[config.mk]
export PLATFORM = sky130hd
export DESIGN_NAME = ata_drive_head_status
export DESIGN_NICKNAME = d
export VERILOG_FILES = /design/src/logic/ata_regs_pkg.sv /design/src/logic/ata_drive_head_status.sv
export SDC_FILE = /design/constraint.sdc
export NUM_CORES = 1
export LEC_CHECK = 0
export ABC_AREA = 1
export BUFFER_PORTS_ARGS = -buffer_cell sky130_fd_sc_hd__buf_2
export CORE_ASPECT_RATIO = 1.4
export CORE_UTILIZATION = 54
export CTS_BUF_LIST = sky130_fd_sc_hd__clkbuf_2 sky130_fd_sc_hd__clkbuf_4 sky130_fd_sc_hd__clkbuf_8
export CTS_CLUSTER_SIZE = 24
export DETAILED_ROUTE_END_ITERATION = 10
export PLACE_DENSITY = 0.82
export SLEW_MARGIN = 20
export SYNTH_ARGS = -nofsm -noshare
export SYNTH_HDL_FRONTEND = slang
export SYNTH_SLANG_ARGS = --single-unit
[constraint.sdc]
create_clock -name core_clk -period 1.38 [get_ports core_clk]
set_input_delay 0.069 -clock core_clk [delete_from_list [all_inputs] [get_ports core_clk]]
set_output_delay 0.069 -clock core_clk [all_outputs]
set_load 0.05 [all_outputs]
[src/logic/ata_regs_pkg.sv]
// Task-file constants for the drive/head and status registers
package ata_regs_pkg;
  localparam logic [2:0] DRIVE_HEAD_OFS = 3'h6;
  localparam logic [2:0] STATUS_OFS     = 3'h7;
  localparam int         HEAD_W         = 4;
  localparam int         DH_LBA_BIT     = 6;
  localparam int         DH_DEV_BIT     = 4;
  localparam int         ST_BUSY_BIT    = 7;
  localparam int         ST_READY_BIT   = 6;
  localparam int         ST_FAULT_BIT   = 5;
  localparam int         ST_SEEK_BIT    = 4;
  localparam int         ST_DRQ_BIT     = 3;
  localparam int         ST_ERR_BIT     = 0;
  localparam logic [7:0] DRIVE_HEAD_RST = 8'hA0;
  localparam logic [7:0] STATUS_UNSEL   = 8'h00;
  localparam logic [7:0] STATUS_BUSY    = 8'h80;
  typedef logic [HEAD_W-1:0] head_t;
endpackage

[src/logic/ata_drive_head_status.sv]
// Drive/head and status task-file registers on the host pins
`timescale 1ns/10ps
// Summary of operation
// - Drive/head value selects drive and head
// - Head field follows head across tracks
// - Bit 6 chooses CYLINDER_HEAD_SECTOR_MODE or LBA
// - Bit 4 picks first or second drive
// - Single drive, select one: status reads 00h
// - CYLINDER_HEAD_SECTOR_MODE: bits 3..0 are head number
// - LBA: bits 3..0 are address 27..24
// - Status updates on completion and error
// - Busy set makes other status bits invalid
// - Busy blocks other task-file register access
// - Busy from reset, soft reset, command write
// - Status read acknowledges pending interrupt
// - Not ready refuses read, write, seek
// - Not ready mid-command aborts, ready held low
// - Fault sets fault, error, refuses media commands
// - Seek complete set at end, cleared at start
// - Data request while sector needs transfer
// - Error flags failed command, next clears
module ata_drive_head_status
  import ata_regs_pkg::*;
(
  input  wire logic               core_clk,
  input  wire logic               sys_rst,
  input  wire logic               cs0_n,
  input  wire logic [2:0]         da,
  input  wire logic               host_rd_n,
  input  wire logic               host_wr_n,
  input  wire logic [7:0]         hd_i,
  output logic [7:0]              hd_o,
  output logic                    hd_oe,
  input  wire logic               two_drive_cfg,
  input  wire logic               drive_id,
  input  wire logic               soft_reset_bit,
  input  wire logic               cmd_start,
  input  wire logic               cmd_media,
  input  wire logic               cmd_rw,
  input  wire logic               cmd_seek,
  input  wire logic               cmd_done,
  input  wire logic               cmd_fail,
  input  wire logic               seek_done,
  input  wire logic               seek_fail,
  input  wire logic               fault_evt,
  input  wire logic               drive_ready_in,
  input  wire logic               sector_req,
  input  wire logic               head_update,
  input  wire ata_regs_pkg::head_t head_new,
  input  wire logic               intrq_pending,
  output logic                    intrq_ack,
  output logic                    cmd_abort,
  output logic                    cmd_accepted,
  output logic                    drive_selected,
  output logic                    lba_mode,
  output ata_regs_pkg::head_t     head_select_field,
  output logic [3:0]              lba_high,
  output logic                    rw_allowed,
  output logic                    taskfile_blocked
);
  import ata_regs_pkg::*;

  function automatic logic addr_hit(input logic [2:0] a, input logic [2:0] ofs);
    addr_hit = (a == ofs);
  endfunction

  // Host pins cross into core_clk; third stage only for edge detection
  logic [2:0] cs_s_q, cs_s_d, rd_s_q, rd_s_d, wr_s_q, wr_s_d;
  logic [2:0] da1_q, da1_d, da2_q, da2_d;
  logic [7:0] dat1_q, dat1_d, dat2_q, dat2_d;

  logic [7:0] dh_q, dh_d, rdata_q, rdata_d;
  logic       busy_q, busy_d, ready_q, ready_d, hold_q, hold_d;
  logic       fault_q, fault_d, seek_q, seek_d, drq_q, drq_d, err_q, err_d;
  logic       active_q, active_d, abort_q, abort_d, ack_q, ack_d, acc_q, acc_d;
  logic       oe_q, oe_d;

  logic       sel_now, rd_act, rd_edge, wr_edge, hit_dh, hit_st, dev_bit;
  logic       refuse, not_ready_evt, fault_hit, st_rd_edge, dh_wr_ok;
  logic [7:0] status_val;

  always_comb begin
    cs_s_d = {cs_s_q[1:0], cs0_n};
    rd_s_d = {rd_s_q[1:0], host_rd_n};
    wr_s_d = {wr_s_q[1:0], host_wr_n};
    da1_d  = da;
    da2_d  = da1_q;
    dat1_d = hd_i;
    dat2_d = dat1_q;

    dev_bit = dh_q[DH_DEV_BIT];
    // Single drive answers only to drive select 0
    sel_now = two_drive_cfg ? (dev_bit == drive_id) : !dev_bit;
    hit_dh  = !cs_s_q[1] && addr_hit(da2_q, DRIVE_HEAD_OFS);
    hit_st  = !cs_s_q[1] && addr_hit(da2_q, STATUS_OFS);
    rd_act  = !rd_s_q[1];
    rd_edge = !rd_s_q[1] && rd_s_q[2];
    wr_edge = !wr_s_q[1] && wr_s_q[2];
    st_rd_edge = rd_edge && hit_st && sel_now;
    // Drive/head is shared by both drives, but host writes to it are ignored while busy
    dh_wr_ok = wr_edge && hit_dh && !busy_q;

    // Busy hides every other bit so a stale flag is never reported
    if (busy_q) begin
      status_val = STATUS_BUSY;
    end else begin
      status_val = 8'h00;
      status_val[ST_READY_BIT] = ready_q;
      status_val[ST_FAULT_BIT] = fault_q;
      status_val[ST_SEEK_BIT]  = seek_q;
      status_val[ST_DRQ_BIT]   = drq_q;
      status_val[ST_ERR_BIT]   = err_q;
    end

    refuse        = cmd_start && cmd_media && !(ready_q && !fault_q);
    not_ready_evt = active_q && !drive_ready_in && !hold_q;
    fault_hit     = fault_evt && active_q && cmd_rw;

    // Hardware head updates override the stored field mid-transfer
    dh_d = dh_q;
    if (dh_wr_ok) begin
      dh_d = dat2_q;
    end
    if (head_update) begin
      dh_d[HEAD_W-1:0] = head_new;
    end

    acc_d    = cmd_start && !refuse;
    active_d = active_q;
    if (cmd_done) begin
      active_d = 1'b0;
    end
    if (acc_d) begin
      active_d = 1'b1;
    end

    busy_d = busy_q;
    if (cmd_done) begin
      busy_d = 1'b0;
    end
    if (soft_reset_bit || acc_d) begin
      busy_d = 1'b1;
    end

    hold_d = hold_q;
    if (acc_d) begin
      hold_d = 1'b0;
    end
    if (not_ready_evt) begin
      hold_d = 1'b1;
    end
    ready_d = hold_d ? 1'b0 : drive_ready_in;

    // Fault latches until hardware reset; readiness does not undo it
    fault_d = fault_q || fault_hit;

    seek_d = seek_q;
    if (acc_d && cmd_seek) begin
      seek_d = 1'b0;
    end
    if (seek_done && !seek_fail) begin
      seek_d = 1'b1;
    end

    // Request outlives busy, else status would always mask it
    drq_d = sector_req && cmd_rw && (active_q || drq_q);

    // Event in the same cycle as the next command wins
    err_d = err_q;
    if (acc_d) begin
      err_d = 1'b0;
    end
    if (cmd_fail || refuse || not_ready_evt || fault_hit || (seek_fail && active_q)) begin
      err_d = 1'b1;
    end

    abort_d = refuse || not_ready_evt || fault_hit || (seek_fail && active_q);
    ack_d   = st_rd_edge && intrq_pending;

    rdata_d = rdata_q;
    oe_d    = 1'b0;
    if (rd_act && hit_st) begin
      if (sel_now) begin
        rdata_d = status_val;
        oe_d    = 1'b1;
      end else if (!two_drive_cfg) begin
        rdata_d = STATUS_UNSEL;
        oe_d    = 1'b1;
      end
    end else if (rd_act && hit_dh && sel_now && !busy_q) begin
      rdata_d = dh_q;
      oe_d    = 1'b1;
    end
  end

  always_ff @(posedge core_clk) begin
    if (sys_rst) begin
      cs_s_q   <= 3'h7;
      rd_s_q   <= 3'h7;
      wr_s_q   <= 3'h7;
      da1_q    <= 3'h0;
      da2_q    <= 3'h0;
      dat1_q   <= 8'h00;
      dat2_q   <= 8'h00;
      dh_q     <= DRIVE_HEAD_RST;
      rdata_q  <= 8'h00;
      oe_q     <= 1'b0;
      busy_q   <= 1'b1;
      ready_q  <= 1'b0;
      hold_q   <= 1'b0;
      fault_q  <= 1'b0;
      seek_q   <= 1'b0;
      drq_q    <= 1'b0;
      err_q    <= 1'b0;
      active_q <= 1'b0;
      abort_q  <= 1'b0;
      ack_q    <= 1'b0;
      acc_q    <= 1'b0;
    end else begin
      cs_s_q   <= cs_s_d;
      rd_s_q   <= rd_s_d;
      wr_s_q   <= wr_s_d;
      da1_q    <= da1_d;
      da2_q    <= da2_d;
      dat1_q   <= dat1_d;
      dat2_q   <= dat2_d;
      dh_q     <= dh_d;
      rdata_q  <= rdata_d;
      oe_q     <= oe_d;
      busy_q   <= busy_d;
      ready_q  <= ready_d;
      hold_q   <= hold_d;
      fault_q  <= fault_d;
      seek_q   <= seek_d;
      drq_q    <= drq_d;
      err_q    <= err_d;
      active_q <= active_d;
      abort_q  <= abort_d;
      ack_q    <= ack_d;
      acc_q    <= acc_d;
    end
  end

  assign hd_o              = rdata_q;
  assign hd_oe             = oe_q && rd_act;
  assign intrq_ack         = ack_q;
  assign cmd_abort         = abort_q;
  assign cmd_accepted      = acc_q;
  assign drive_selected    = sel_now;
  assign lba_mode          = dh_q[DH_LBA_BIT];
  assign head_select_field = dh_q[HEAD_W-1:0];
  assign lba_high          = dh_q[DH_LBA_BIT] ? dh_q[HEAD_W-1:0] : 4'h0;
  assign rw_allowed        = ready_q && !fault_q;
  assign taskfile_blocked  = busy_q;
endmodule // ata_drive_head_status

== Yosys cells after proc, flatten, opt, wreduce, memory -nomap -nowiden ==
Index checks and enable logic that the tools add are counted.

* Register bits after elaboration: 58
* Output and inout port bits: 24
* Word-level logic and storage cells: 103
* Bits of input ports: 36

* Equal/unequal tests: 4
* Reductions and logical operators: 56
* Mux-type cells: 21

{| class="wikitable"
|+ Operators with widths
! kind !! count
|-
| $mux 8 || 5
|-
| $logic_and 1x1->1 || 27
|-
| $mux 1 || 13
|-
| $mux 4 || 3
|-
| $logic_not 1->1 || 11
|-
| $logic_or 1x1->1 || 10
|-
| $reduce_bool 2->1 || 5
|-
| $eq 3x3->1 const B || 2
|-
| $reduce_or 2->1 || 2
|-
| $ne 3x3->1 const B || 1
|-
| $reduce_and 2->1 || 1
|-
| $eq 1x1->1 || 1
|}

== Logic depth before layout (Yosys ltp) ==
Gate-level depths: netlist of run 1.

* Word-level depth: 9
* Gate-level depth with buffers: 10
* Gate-level depth less buffers: 10

== Least setup slack after synthesis of run 1 ==
No wires, ideal clock.

* Path type: flip-flop to flip-flop
* From: reg dh_q[4]
* To: reg rdata_q[6] (netlist: hd_o[6])
* Arrival time: 1.265 ns
* Setup slack: 0.003 ns
* Setup time: 0.111 ns
* Buffers on the path: 0
* Required time: 1.269 ns
* Clock period less this slack: 1.377 ns
* Stages on the path, launching flop included: 9
* Cells stage by stage: dfxtp_1 > nor2_1 > nor2_1 > nor2_4 > nand2_4 > nand2_2 > inv_2 > nor2_1 > nor2_1

* Word-level cells in the longest chain between the ends: 6
* Elaborated cells on any way between the ends: 10
* Those cells by class: eq/ne: 2; mux: 3; reduce/logical: 5

{| class="wikitable"
|+ Ends and longest elaborated chain
! item !! RTL line !! RTL
|-
| start: declaration || ata_drive_head_status.sv:72 || <nowiki>logic [7:0] dh_q, dh_d, rdata_q, rdata_d;</nowiki>
|-
| start signal: assignment || ata_drive_head_status.sv:227 || <nowiki>dh_q <= dh_d;</nowiki>
|-
| $eq 1x1->1 or $logic_not 1->1 (tied branches) || ata_drive_head_status.sv:93 || <nowiki>sel_now = two_drive_cfg ? (dev_bit == drive_id) : !dev_bit;</nowiki>
|-
| $mux 1 * || ata_drive_head_status.sv:93 ||
|-
| named net drive_selected || ata_drive_head_status.sv:54 || <nowiki>output logic drive_selected,</nowiki>
|-
| $logic_and 1x1->1 (2 in series) || ata_drive_head_status.sv:190 || <nowiki>end else if (rd_act && hit_dh && sel_now && !busy_q) begin</nowiki>
|-
| $reduce_bool 2->1 (no source line) || -- ||
|-
| $reduce_and 2->1 (no source line) || -- ||
|-
| end signal: assignment || ata_drive_head_status.sv:228 || <nowiki>rdata_q <= rdata_d;</nowiki>
|-
| end: declaration || ata_drive_head_status.sv:72 ||
|}

Mark *: on every way through the listed nets, which the timed path passes. The rest lies on a longest branch.
A chain may end at the register's enable or synchronous reset.

== Worst setup path in the final report of run 1 ==
* From: reg dh_q[4]
* To: out drive_selected

* Word-level cells in the longest chain between the ends: 2
* Elaborated cells on any way between the ends: 3
* Those cells by class: eq/ne: 1; mux: 1; reduce/logical: 1

{| class="wikitable"
|+ Ends and longest elaborated chain
! item !! RTL line
|-
| $eq 1x1->1 or $logic_not 1->1 (tied branches) || ata_drive_head_status.sv:93
|-
| $mux 1 * || ata_drive_head_status.sv:93
|-
| end: declaration || ata_drive_head_status.sv:54
|}

Mark *: on every way between the ends. The rest lies on a longest branch, timed or not.

==> impl_metrics.env, run 1 <==
export IMPL_cp_max_fo=4
export IMPL_hpwlAfterDp_um=2982
export IMPL_fp_row_count=27
export IMPL_worst_slack_ps=75.02
export IMPL_die_h_um=77.58
export IMPL_initial_core_util_pct=56.23
export IMPL_postSynthCellCount=289
export IMPL_dp_cells=382
export IMPL_syn_area_mm2=0.002203
export IMPL_clock_skew_ps=5.021
export IMPL_fillerInstances=278
export IMPL_initialDrtViolationCount=92
export IMPL_period_share_pct=94.56
export IMPL_startpoint_type="flop"
export IMPL_core_area_mm2=0.003919
export IMPL_dpl_cell_area_mm2=0.002509
export IMPL_ys_warn_count=0
export IMPL_syn_area_per_cell_um2=7.624
export IMPL_gp_congestion=0.8428
export IMPL_path_clk_slew_ps=60
export IMPL_grt_pass1_wl_um=7983
export IMPL_ys_seq_area_share_pct=52.70
export IMPL_path_class="reg -> out"
export IMPL_worstReg2RegStart="dh_q[4]$_SDFFE_PP0P_"
export IMPL_relSlewSlack_pct=70.51
export IMPL_whs_endpoint="drq_q$_SDFF_PP0_"
export IMPL_drive_gt1_share_pct=28.87
export IMPL_grt_pass1_vias=1873
export IMPL_power_density_mw_per_mm2=1159
export IMPL_fin_cells=424
export IMPL_hp_start="cmd_rw"
export IMPL_dp_slack_ps=36.00
export IMPL_diodes=0
export IMPL_routed_wirelength_um=4953
export IMPL_fp_dieW_um=55.99
export IMPL_drt_pass1_iter_count=4
export IMPL_cts_tree="yes"
export IMPL_cap_violations=0
export IMPL_crit_path_end_kind="primary output"
export IMPL_yosys_register_bits=58
export IMPL_required_ps=1310
export IMPL_r2r_end="hd_o[0]$_SDFFE_PP0P_"
export IMPL_ir_drop_v=0.0009518
export IMPL_power_leakage_nw=1.548
export IMPL_holdPathStages=3
export IMPL_r2r_slack_ps=100
export IMPL_synthDistinctLibCells=23
export IMPL_insertion_delay_ps=330
export IMPL_outcome="completed"
export IMPL_drtAntennaViolNets=0
export IMPL_htreeDepth=3
export IMPL_cts_buffers=9
export IMPL_grt_max_degree=21
export IMPL_clock_fmax_mhz=766.3
export IMPL_rr_worst_depth=8
export IMPL_hold_class="in -> reg"
export IMPL_syn_num_nets=325
export IMPL_viasPerCell=4.781
export IMPL_multiInputGateArea_um2=825.8
export IMPL_overflow=0
export IMPL_tightest_slew_ps=441.8
export IMPL_register_area_mm2=0.001162
export IMPL_antenna_found_initial=0
export IMPL_routedWlPerCell_um=11.68
export IMPL_finalPower_mw=3.449
export IMPL_dieArea_mm2=0.004343
export IMPL_track_usage_pct=24.26
export IMPL_fin_area_mm2=0.002975
export IMPL_drc=0
export IMPL_hold_viol_final=0
export IMPL_cp_arrival_ps=1240
export IMPL_fin_util_pct=75.93
export IMPL_cts_root_buf="clkbuf_8"
export IMPL_ios=60
export IMPL_syn_to_final_growth_pct=35.04
export IMPL_nets=412
export IMPL_period_minus_slack_ps=1305
export IMPL_finalMaxSlewViolations=0
export IMPL_clk_path_buf_depth=2
export IMPL_cts_sinks=58
export IMPL_setup_violations=0
export IMPL_vias=2027
export IMPL_io_buffers=59
[worst max-delay path, stage by stage (launching register included)]
cell,delay (ps)
dfxtp_2,330
nor2_1,180
nor2_2,80
nor2_4,140
buf_6,180
[report_power, final]
part / internal [mW] / switching (mW)
clock: 0.751 / 0.609
combinational: 0.143 / 0.179
sequential: 1.74 / 0.0281
[through the flow]
step / hold slack [ps] / TNS, ps
after floorplan: 169.4 / 0
after global placement: 254.4 / 0
after global routing: 23.93 / -84.34
after CTS: 4.824 / 0
after detailed placement: 253.8 / 0
final: 20.57 / 0
[Yosys cell counts]
| cell type | instances | area share [%] |
|---|---|---|
| a21oi_1 | 10 | 2.3 |
| a21oi_2 | 3 | 1.2 |
| buf_2 | 2 | 0.45 |
| buf_4 | 4 | 1.4 |
| clkbuf_1 | 5 | 0.85 |
| clkinv_1 | 1 | 0.17 |
| dfxtp_1 | 58 | 53 |
| inv_1 | 49 | 8.3 |
| inv_2 | 1 | 0.17 |
| mux2_2 | 4 | 2.0 |
| nand2_1 | 55 | 9.4 |
| nand2_2 | 2 | 0.57 |
| nand2_4 | 1 | 0.51 |
| nand3_1 | 16 | 3.6 |
| nand3b_1 | 5 | 1.7 |
| nor2_1 | 53 | 9.0 |
| nor2_2 | 1 | 0.28 |
| nor2_4 | 1 | 0.51 |
| nor3_1 | 4 | 0.91 |
| nor3b_1 | 1 | 0.34 |
| o2111ai_1 | 1 | 0.40 |
| o21ai_0 | 4 | 0.91 |
| or2_2 | 8 | 2.3 |
[worst max-delay path by stage]
| stage | cells past startpoint | to | start | slack (ps) |
|---|---|---|---|---|
| after floorplan | 8 | hd_o[6]$_SDFFE_PP0P_ | dh_q[4]$_SDFFE_PP0P_ | 3 |
| after global placement | 5 | dh_q[0]$_SDFFE_PP0P_ | taskfile_blocked$_SDFFE_PP1P_ | 100 |
| after detailed placement | 5 | dh_q[1]$_SDFFE_PP0P_ | taskfile_blocked$_SDFFE_PP1P_ | 40 |
| after CTS | 5 | drive_selected | dh_q[4]$_SDFFE_PP0P_ | 10 |
| after global routing | 8 | hd_o[4]$_SDFFE_PP0P_ | dh_q[4]$_SDFFE_PP0P_ | -40 |
| final | 4 | drive_selected | dh_q[4]$_SDFFE_PP0P_ | 80 |
[placed cells by master, fill, tap and decap left out, types with 4 or more instances in the layout]
| master | Yosys | routed |
|---|---|---|
| buf_2 | 2 | 58 |
| dfxtp_1 | 58 | 57 |
| nand2_1 | 55 | 55 |
| nor2_1 | 53 | 50 |
| inv_1 | 49 | 48 |
| dlygate4sd3_1 | 0 | 22 |
| nand3_1 | 16 | 15 |
| a21oi_1 | 10 | 10 |
| clkbuf_8 | 0 | 10 |
| or2_2 | 8 | 8 |
| buf_4 | 4 | 6 |
| nand3b_1 | 5 | 5 |
| nor2_2 | 1 | 4 |
| mux2_2 | 4 | 4 |
| o21ai_0 | 4 | 4 |
[cell type report]
class                      instances  area share [%]
timing repair buffer              87           19.05
tap                               43           1.808
multi-input combinational        169           27.75
clock buffer                      13           5.383
inverter                          51           6.434
sequential                        58           39.07
clock inverter                     3          0.5046
[layer usage]
layer,share of wire (%),up-vias,GRT usage [%]
li1,-,1035,-
met1,37,910,23.13
met2,55,65,43.45
met3,4.6,17,7.667
met4,3.3,0,16.34
met5,0,-,0
[sequential cells by signal (all words and copies together) (netlist names), 2 cells and up]
register,flops
cs_s_q,2
da1_q,3
da2_q,3
dat1_q,8
dat2_q,8
dh_q,8
hd_o,8
rd_s_q,3
wr_s_q,3
[logic make-up after synthesis]
kind of cell,after synthesis,share of synthesized area [%]
and+or+nand+nor,147,29.13
buffers and inverters,62,11.36
AOI/OAI and AO/OA,18,4.770
muxes,4,2.044
DFF,58,52.70
[what timing repair did]
action,4_1_cts,5_1_grt
pin swaps,1,3
endpoints found under the hold margin,20,0
hold buffers,22,0
gates resized for setup,2,10
endpoints found under the setup margin,1,16
buffers inserted,1,3
Note: power is estimated with default switching activity, not from simulation.
==> inputs of run 2 (changes only) <==
Settings changed: REMOVE_ABC_BUFFERS from default to 1.
==> run 2 against run 1 <==
  * Register-to-register slack worse by 30 ps
  * Hold slack got worse by 8.5 ps
  * Non-clock buffer count decreased by 2
  * Final area is 1.1% higher
  * Global-route usage is 0.43 points lower
  * Final cell count shrank 0.47%
  * Via count is 2.0% lower
  * Routed wire length decreased by 3.1%
  * Fmax down 0.62%
  * Sequential power hardly changed
  * Critical endpoint is now hd_o[5]$_SDFFE_PP0P_
  * Die area is the same
  * Combinational power hardly changed
==> impl_metrics.env, run 2 (synthesized netlist as in run 1, its figures left out) <==
export IMPL_outcome="completed"
export IMPL_tightest_slew_ps=477.0
export IMPL_cp_common_cell="nor2_1"
export IMPL_routed_wirelength_um=4801
export IMPL_ir_drop_v=0.001391
export IMPL_relSlewSlack_pct=68.17
export IMPL_syn_to_final_growth_pct=36.57
export IMPL_vias=1987
export IMPL_path_class="reg -> reg"
export IMPL_rsz0062_at_grt="yes"
export IMPL_dp_slack_ps=6.310
export IMPL_gp_congestion=0.7705
export IMPL_initial_core_util_pct=56.23
export IMPL_power_leakage_nw=1.547
export IMPL_antenna_found_initial=0
export IMPL_overflow=0
export IMPL_die_h_um=77.58
export IMPL_power_frac_comb_pct=8.3
export IMPL_cts_root_buf="clkbuf_8"
export IMPL_cp_max_fo=10
export IMPL_layout_cells_most_common="buf_2"
export IMPL_clock_fmax_mhz=761.6
export IMPL_cts_sinks=58
export IMPL_drc=0
export IMPL_drt_pass1_iter_count=6
export IMPL_hpwlAfterDp_um=2986
export IMPL_fp_row_count=27
export IMPL_startpoint_type="flop"
export IMPL_core_area_mm2=0.003919
export IMPL_hold_viol_final=0
export IMPL_initialDrtViolationCount=71
export IMPL_worst_slack_ps=66.89
export IMPL_period_share_pct=95.15
export IMPL_p_int_mw=3.044
export IMPL_fin_util_pct=76.79
export IMPL_viasPerCell=4.709
export IMPL_clk_path_buf_depth=2
export IMPL_cts_tree="yes"
export IMPL_clock_skew_ps=6.266
export IMPL_worstReg2RegStart="da2_q[2]$_SDFF_PP0_"
export IMPL_whs_endpoint="drq_q$_SDFF_PP0_"
export IMPL_fp_dieW_um=55.99
export IMPL_clock_power_share_pct=46.3
export IMPL_period_minus_slack_ps=1313
export IMPL_htreeDepth=3
export IMPL_cp_cell_sequence="inv_1, nor2_1, nand2_1, nor2_2, nand2_4, nand2_2, inv_2, nor2_1, nor2_1"
export IMPL_rr_worst_depth=9
export IMPL_cap_violations=0
export IMPL_cp_arrival_ps=1540
export IMPL_r2r_end="hd_o[5]$_SDFFE_PP0P_"
export IMPL_swShare_pct=21.68
export IMPL_io_buffers=59
export IMPL_ios=60
export IMPL_max_stage_delay_ps=330
export IMPL_setup_violations=0
export IMPL_finalMaxSlewViolations=0
export IMPL_cts_buffers=9
export IMPL_dieArea_mm2=0.004343
export IMPL_grt_max_degree=23
export IMPL_dp_cells=382
export IMPL_r2r_slack_ps=70
export IMPL_diodes=0
export IMPL_routedWlPerCell_um=11.38
export IMPL_fin_cells=422
export IMPL_drive_gt1_share_pct=27.70
export IMPL_crit_path_end_kind="flop"
export IMPL_fillerInstances=270
export IMPL_hp_start="cmd_rw"
export IMPL_insertion_delay_ps=330
export IMPL_slowest_stage="dfxtp_1"
export IMPL_holdPathStages=3
export IMPL_grt_pass1_wl_um=8024
export IMPL_drtAntennaViolNets=0
export IMPL_required_ps=1610
export IMPL_path_clk_slew_ps=60
export IMPL_power_density_mw_per_mm2=1292
export IMPL_final_cell_mix="buf_2 (58), dfxtp_1 (57), nand2_1 (55)"
export IMPL_p_switching_uw=842.5
export IMPL_nets=410
export IMPL_track_usage_pct=23.83
export IMPL_pwr_share_seq_pct=45.4
export IMPL_hold_class="in -> reg"
export IMPL_grt_pass1_vias=2018
## run 2: changes by cell type in the layout (fill, tap and decap cells not counted), sizes merged
cell | before | now
buf | 65 | 62
bufinv | 0 | 2
clkbuf | 13 | 12
clkinv | 4 | 2
clkinvlp | 0 | 1
dlygate4sd3 | 22 | 23
## run 2: worst max-delay path by stage
stage,end,start,slack [ps]
floorplan,hd_o[6]$_SDFFE_PP0P_,dh_q[4]$_SDFFE_PP0P_,3
global placement,hd_o[3]$_SDFFE_PP0P_,da2_q[0]$_SDFF_PP0_,80
detailed placement,hd_o[4]$_SDFFE_PP0P_,da2_q[0]$_SDFF_PP0_,6
CTS,drive_selected,dh_q[4]$_SDFFE_PP0P_,7
global route,hd_o[0]$_SDFFE_PP0P_,da2_q[2]$_SDFF_PP0_,-40
finish,hd_o[5]$_SDFFE_PP0P_,da2_q[2]$_SDFF_PP0_,70
## run 2: layer usage
| metal | GRT usage, % | part of all wire [%] | vias to the layer above |
|---|---|---|---|
| li1 | - | - | 1030 |
| met1 | 23.10 | 39 | 887 |
| met2 | 44.29 | 54 | 52 |
| met3 | 7.000 | 4.1 | 18 |
| met4 | 12.68 | 2.9 | 0 |
| met5 | 0 | 0 | - |
## run 2: final cells by class
cell class / instances / area, um^2 / area share (%)
clock buffers: 12 / 165.2 / 5.489
clock inverters: 4 / 72.57 / 2.412
repair buffers: 85 / 554.3 / 18.42
flip-flops and latches: 58 / 1162 / 38.63
well taps: 43 / 53.80 / 1.788
multi-input cells: 169 / 809.5 / 26.90
inverters: 51 / 191.4 / 6.362
## run 2: power groups by stage
stage | combinational (mW) | sequential [mW] | clock [mW]
global route | 0.356 | 1.77 | 1.89
CTS | 0.315 | 1.76 | 1.82
detailed placement | 0.259 | 1.80 | 0
global placement | 0.253 | 1.80 | 0
finish | 0.324 | 1.76 | 1.80
floorplan | 0.114 | 1.83 | 0
## run 2: stage by stage
| step | cell area [um^2] | TNS (ps) | total power, mW | hold slack [ps] |
|---|---|---|---|---|
| global route | 3009 | -190.9 | 4.018 | 7.796 |
| finish | 3009 | 0 | 3.886 | 12.06 |
| CTS | 2995 | 0 | 3.896 | 5.429 |
| detailed placement | 2509 | 0 | 2.060 | 252.5 |
| global placement | 2509 | 0 | 2.051 | 253.4 |
| floorplan | 2145 | 0 | 1.946 | 131.4 |
## run 2: critical path, delay by kind of cell, from the launching register on
kind / cells / cell delay (ps)
simple gates: 7 / 760
buf+inv: 2 / 110
flops: 1 / 330
## run 2: timing repair
item | 4_1_cts | 5_1_grt
pin swaps | 1 | 1
endpoints found under the hold margin | 21 | 0
hold buffers | 23 | 0
setup endpoints to repair | 2 | 13
buffers inserted | 1 | 0
resized for setup | 3 | 5
==> inputs of run 3 (changes only) <==
Settings changed: RECOVER_POWER from default to 100.
==> run 3 against run 2 <==
  * Register-to-register slack hardly changed
  * Sequential share of layout area is 0.21 points higher
  * Power hardly changed
  * Final cell count stayed put
  * Setup slack better by 2.8 ps
  * Largest cell class unchanged
  * Global-route usage stayed put
  * Clock power hardly changed
  * Flip-flop and latch count stayed put
  * Via count is 0.40% lower
==> impl_metrics.env, run 3 (synthesized netlist as in run 1, its figures left out) <==
export IMPL_setup_violations=0
export IMPL_fp_row_count=27
export IMPL_crit_path_end_kind="flop"
export IMPL_power_density_mw_per_mm2=1297
export IMPL_fin_cells=422
export IMPL_finalMaxSlewViolations=0
export IMPL_dp_slack_ps=6.310
export IMPL_track_usage_pct=23.83
export IMPL_initialDrtViolationCount=66
export IMPL_htreeDepth=3
export IMPL_holdPathStages=3
export IMPL_cts_buffers=9
export IMPL_rr_worst_depth=9
export IMPL_final_cell_mix="dfxtp_1 (57), nand2_1 (55), nor2_1 (50)"
export IMPL_cap_violations=0
export IMPL_antenna_found_initial=0
export IMPL_power_frac_comb_pct=8.3
export IMPL_cp_arrival_ps=1540
export IMPL_fp_dieW_um=55.99
export IMPL_grt_max_degree=23
export IMPL_vias=1979
export IMPL_grt_pass1_wl_um=8024
export IMPL_period_share_pct=94.95
export IMPL_cts_root_buf="clkbuf_8"
export IMPL_worst_slack_ps=69.69
export IMPL_nets=410
export IMPL_hold_class="in -> reg"
export IMPL_diodes=0
export IMPL_path_clk_slew_ps=60
export IMPL_whs_endpoint="drq_q$_SDFF_PP0_"
export IMPL_cts_sinks=58
export IMPL_dpl_cell_area_mm2=0.002509
export IMPL_ir_drop_v=0.001385
export IMPL_rsz0062_at_grt="yes"
export IMPL_viasPerCell=4.690
export IMPL_dp_cells=382
export IMPL_tightest_slew_ps=598.4
export IMPL_pwr_share_seq_pct=45.5
export IMPL_clock_power_share_pct=46.3
export IMPL_routed_wirelength_um=4801
export IMPL_gp_congestion=0.7705
export IMPL_worstReg2RegStart="da2_q[2]$_SDFF_PP0_"
export IMPL_hp_start="cmd_rw"
export IMPL_syn_to_final_growth_pct=35.83
export IMPL_hpwlAfterDp_um=2986
export IMPL_swShare_pct=21.66
export IMPL_drt_pass1_iter_count=6
export IMPL_dieArea_mm2=0.004343
export IMPL_p_int_mw=3.041
export IMPL_cp_max_fo=10
export IMPL_r2r_slack_ps=70
export IMPL_period_minus_slack_ps=1310
export IMPL_layout_cells_most_common="dfxtp_1"
export IMPL_clock_skew_ps=5.696
export IMPL_drtAntennaViolNets=0
export IMPL_hold_slack_ps=10.43
export IMPL_overflow=0
export IMPL_insertion_delay_ps=330
export IMPL_hold_viol_final=0
export IMPL_p_switching_uw=841.2
export IMPL_drc=0
export IMPL_clock_fmax_mhz=763.2
export IMPL_die_h_um=77.58
export IMPL_outcome="completed"
export IMPL_grt_pass1_vias=2018
export IMPL_r2r_end="hd_o[0]$_SDFFE_PP0P_"
export IMPL_cts_tree="yes"
export IMPL_fin_setup_tns_ps=0
export IMPL_drive_gt1_share_pct=24.80
export IMPL_relSlewSlack_pct=60.28
export IMPL_required_ps=1610
export IMPL_path_class="reg -> reg"
export IMPL_power_leakage_nw=1.494
export IMPL_io_buffers=59
export IMPL_routedWlPerCell_um=11.38
export IMPL_initial_core_util_pct=56.23
export IMPL_clk_path_buf_depth=2
export IMPL_startpoint_type="flop"
export IMPL_fin_area_mm2=0.002993
export IMPL_core_area_mm2=0.003919
export IMPL_ios=60
run 3: cell type report:
type                            count  area, um^2
Tap cell                           43       53.80
Clock buffer                       12       165.2
Fill cell                         275       925.9
Inverter                           51       191.4
Sequential cell                    58        1162
Timing Repair Buffer               85       538.0
Multi-Input combinational cell    169       809.5
Clock inverter                      4       72.57
run 3: how the worst max path moves through the flow:
stage,startpoint,to,cells after the start
floorplan,dh_q[4]$_SDFFE_PP0P_,hd_o[6]$_SDFFE_PP0P_,8
global placement,da2_q[0]$_SDFF_PP0_,hd_o[3]$_SDFFE_PP0P_,7
detailed placement,da2_q[0]$_SDFF_PP0_,hd_o[4]$_SDFFE_PP0P_,7
CTS,dh_q[4]$_SDFFE_PP0P_,drive_selected,4
global route,da2_q[2]$_SDFF_PP0_,hd_o[0]$_SDFFE_PP0P_,9
finish,da2_q[2]$_SDFF_PP0_,hd_o[0]$_SDFFE_PP0P_,9
run 3: critical path, stage by stage (launching register included):
cell	delay (ps)
dfxtp_1	330
inv_1	50
nor2_1	160
nand2_1	100
nor2_2	150
nand2_4	120
nand2_2	90
inv_2	60
nor2_1	100
nor2_1	50
run 3: through the flow:
| stage | power, mW | utilization, % |
|---|---|---|
| 2_1_floorplan | 1.946 | - |
| 3_3_place_gp | 2.051 | 64.02 |
| 3_5_place_dp | 2.060 | 64.02 |
| 4_1_cts | 3.896 | 76.44 |
| 5_1_grt | 4.016 | 76.37 |
| 6_report | 3.883 | 76.37 |
run 3: timing repair:
item / CTS / global route
buffers inserted: 1 / 0
pin swaps: 1 / 1
resized for setup: 3 / 5
hold buffers: 23 / 0
endpoints found under the hold margin: 21 / 0
setup endpoints to repair: 2 / 13
run 3: routing by layer:
metal  track usage [%]  part of all wire (%)  vias to the layer above
li1                  -                     -                     1029
met1             23.10                    39                      883
met2             44.29                    54                       46
met3             7.000                   3.9                       21
met4             12.68                   3.1                        0
met5                 0                     0                        -
run 3: power by group through the flow:
stage               Combinational [mW]  Sequential [mW]  Clock (mW)
global route                     0.354             1.77        1.89
global placement                 0.253             1.80           0
detailed placement               0.259             1.80           0
CTS                              0.315             1.76        1.82
floorplan                        0.114             1.83           0
finish                           0.321             1.77        1.80
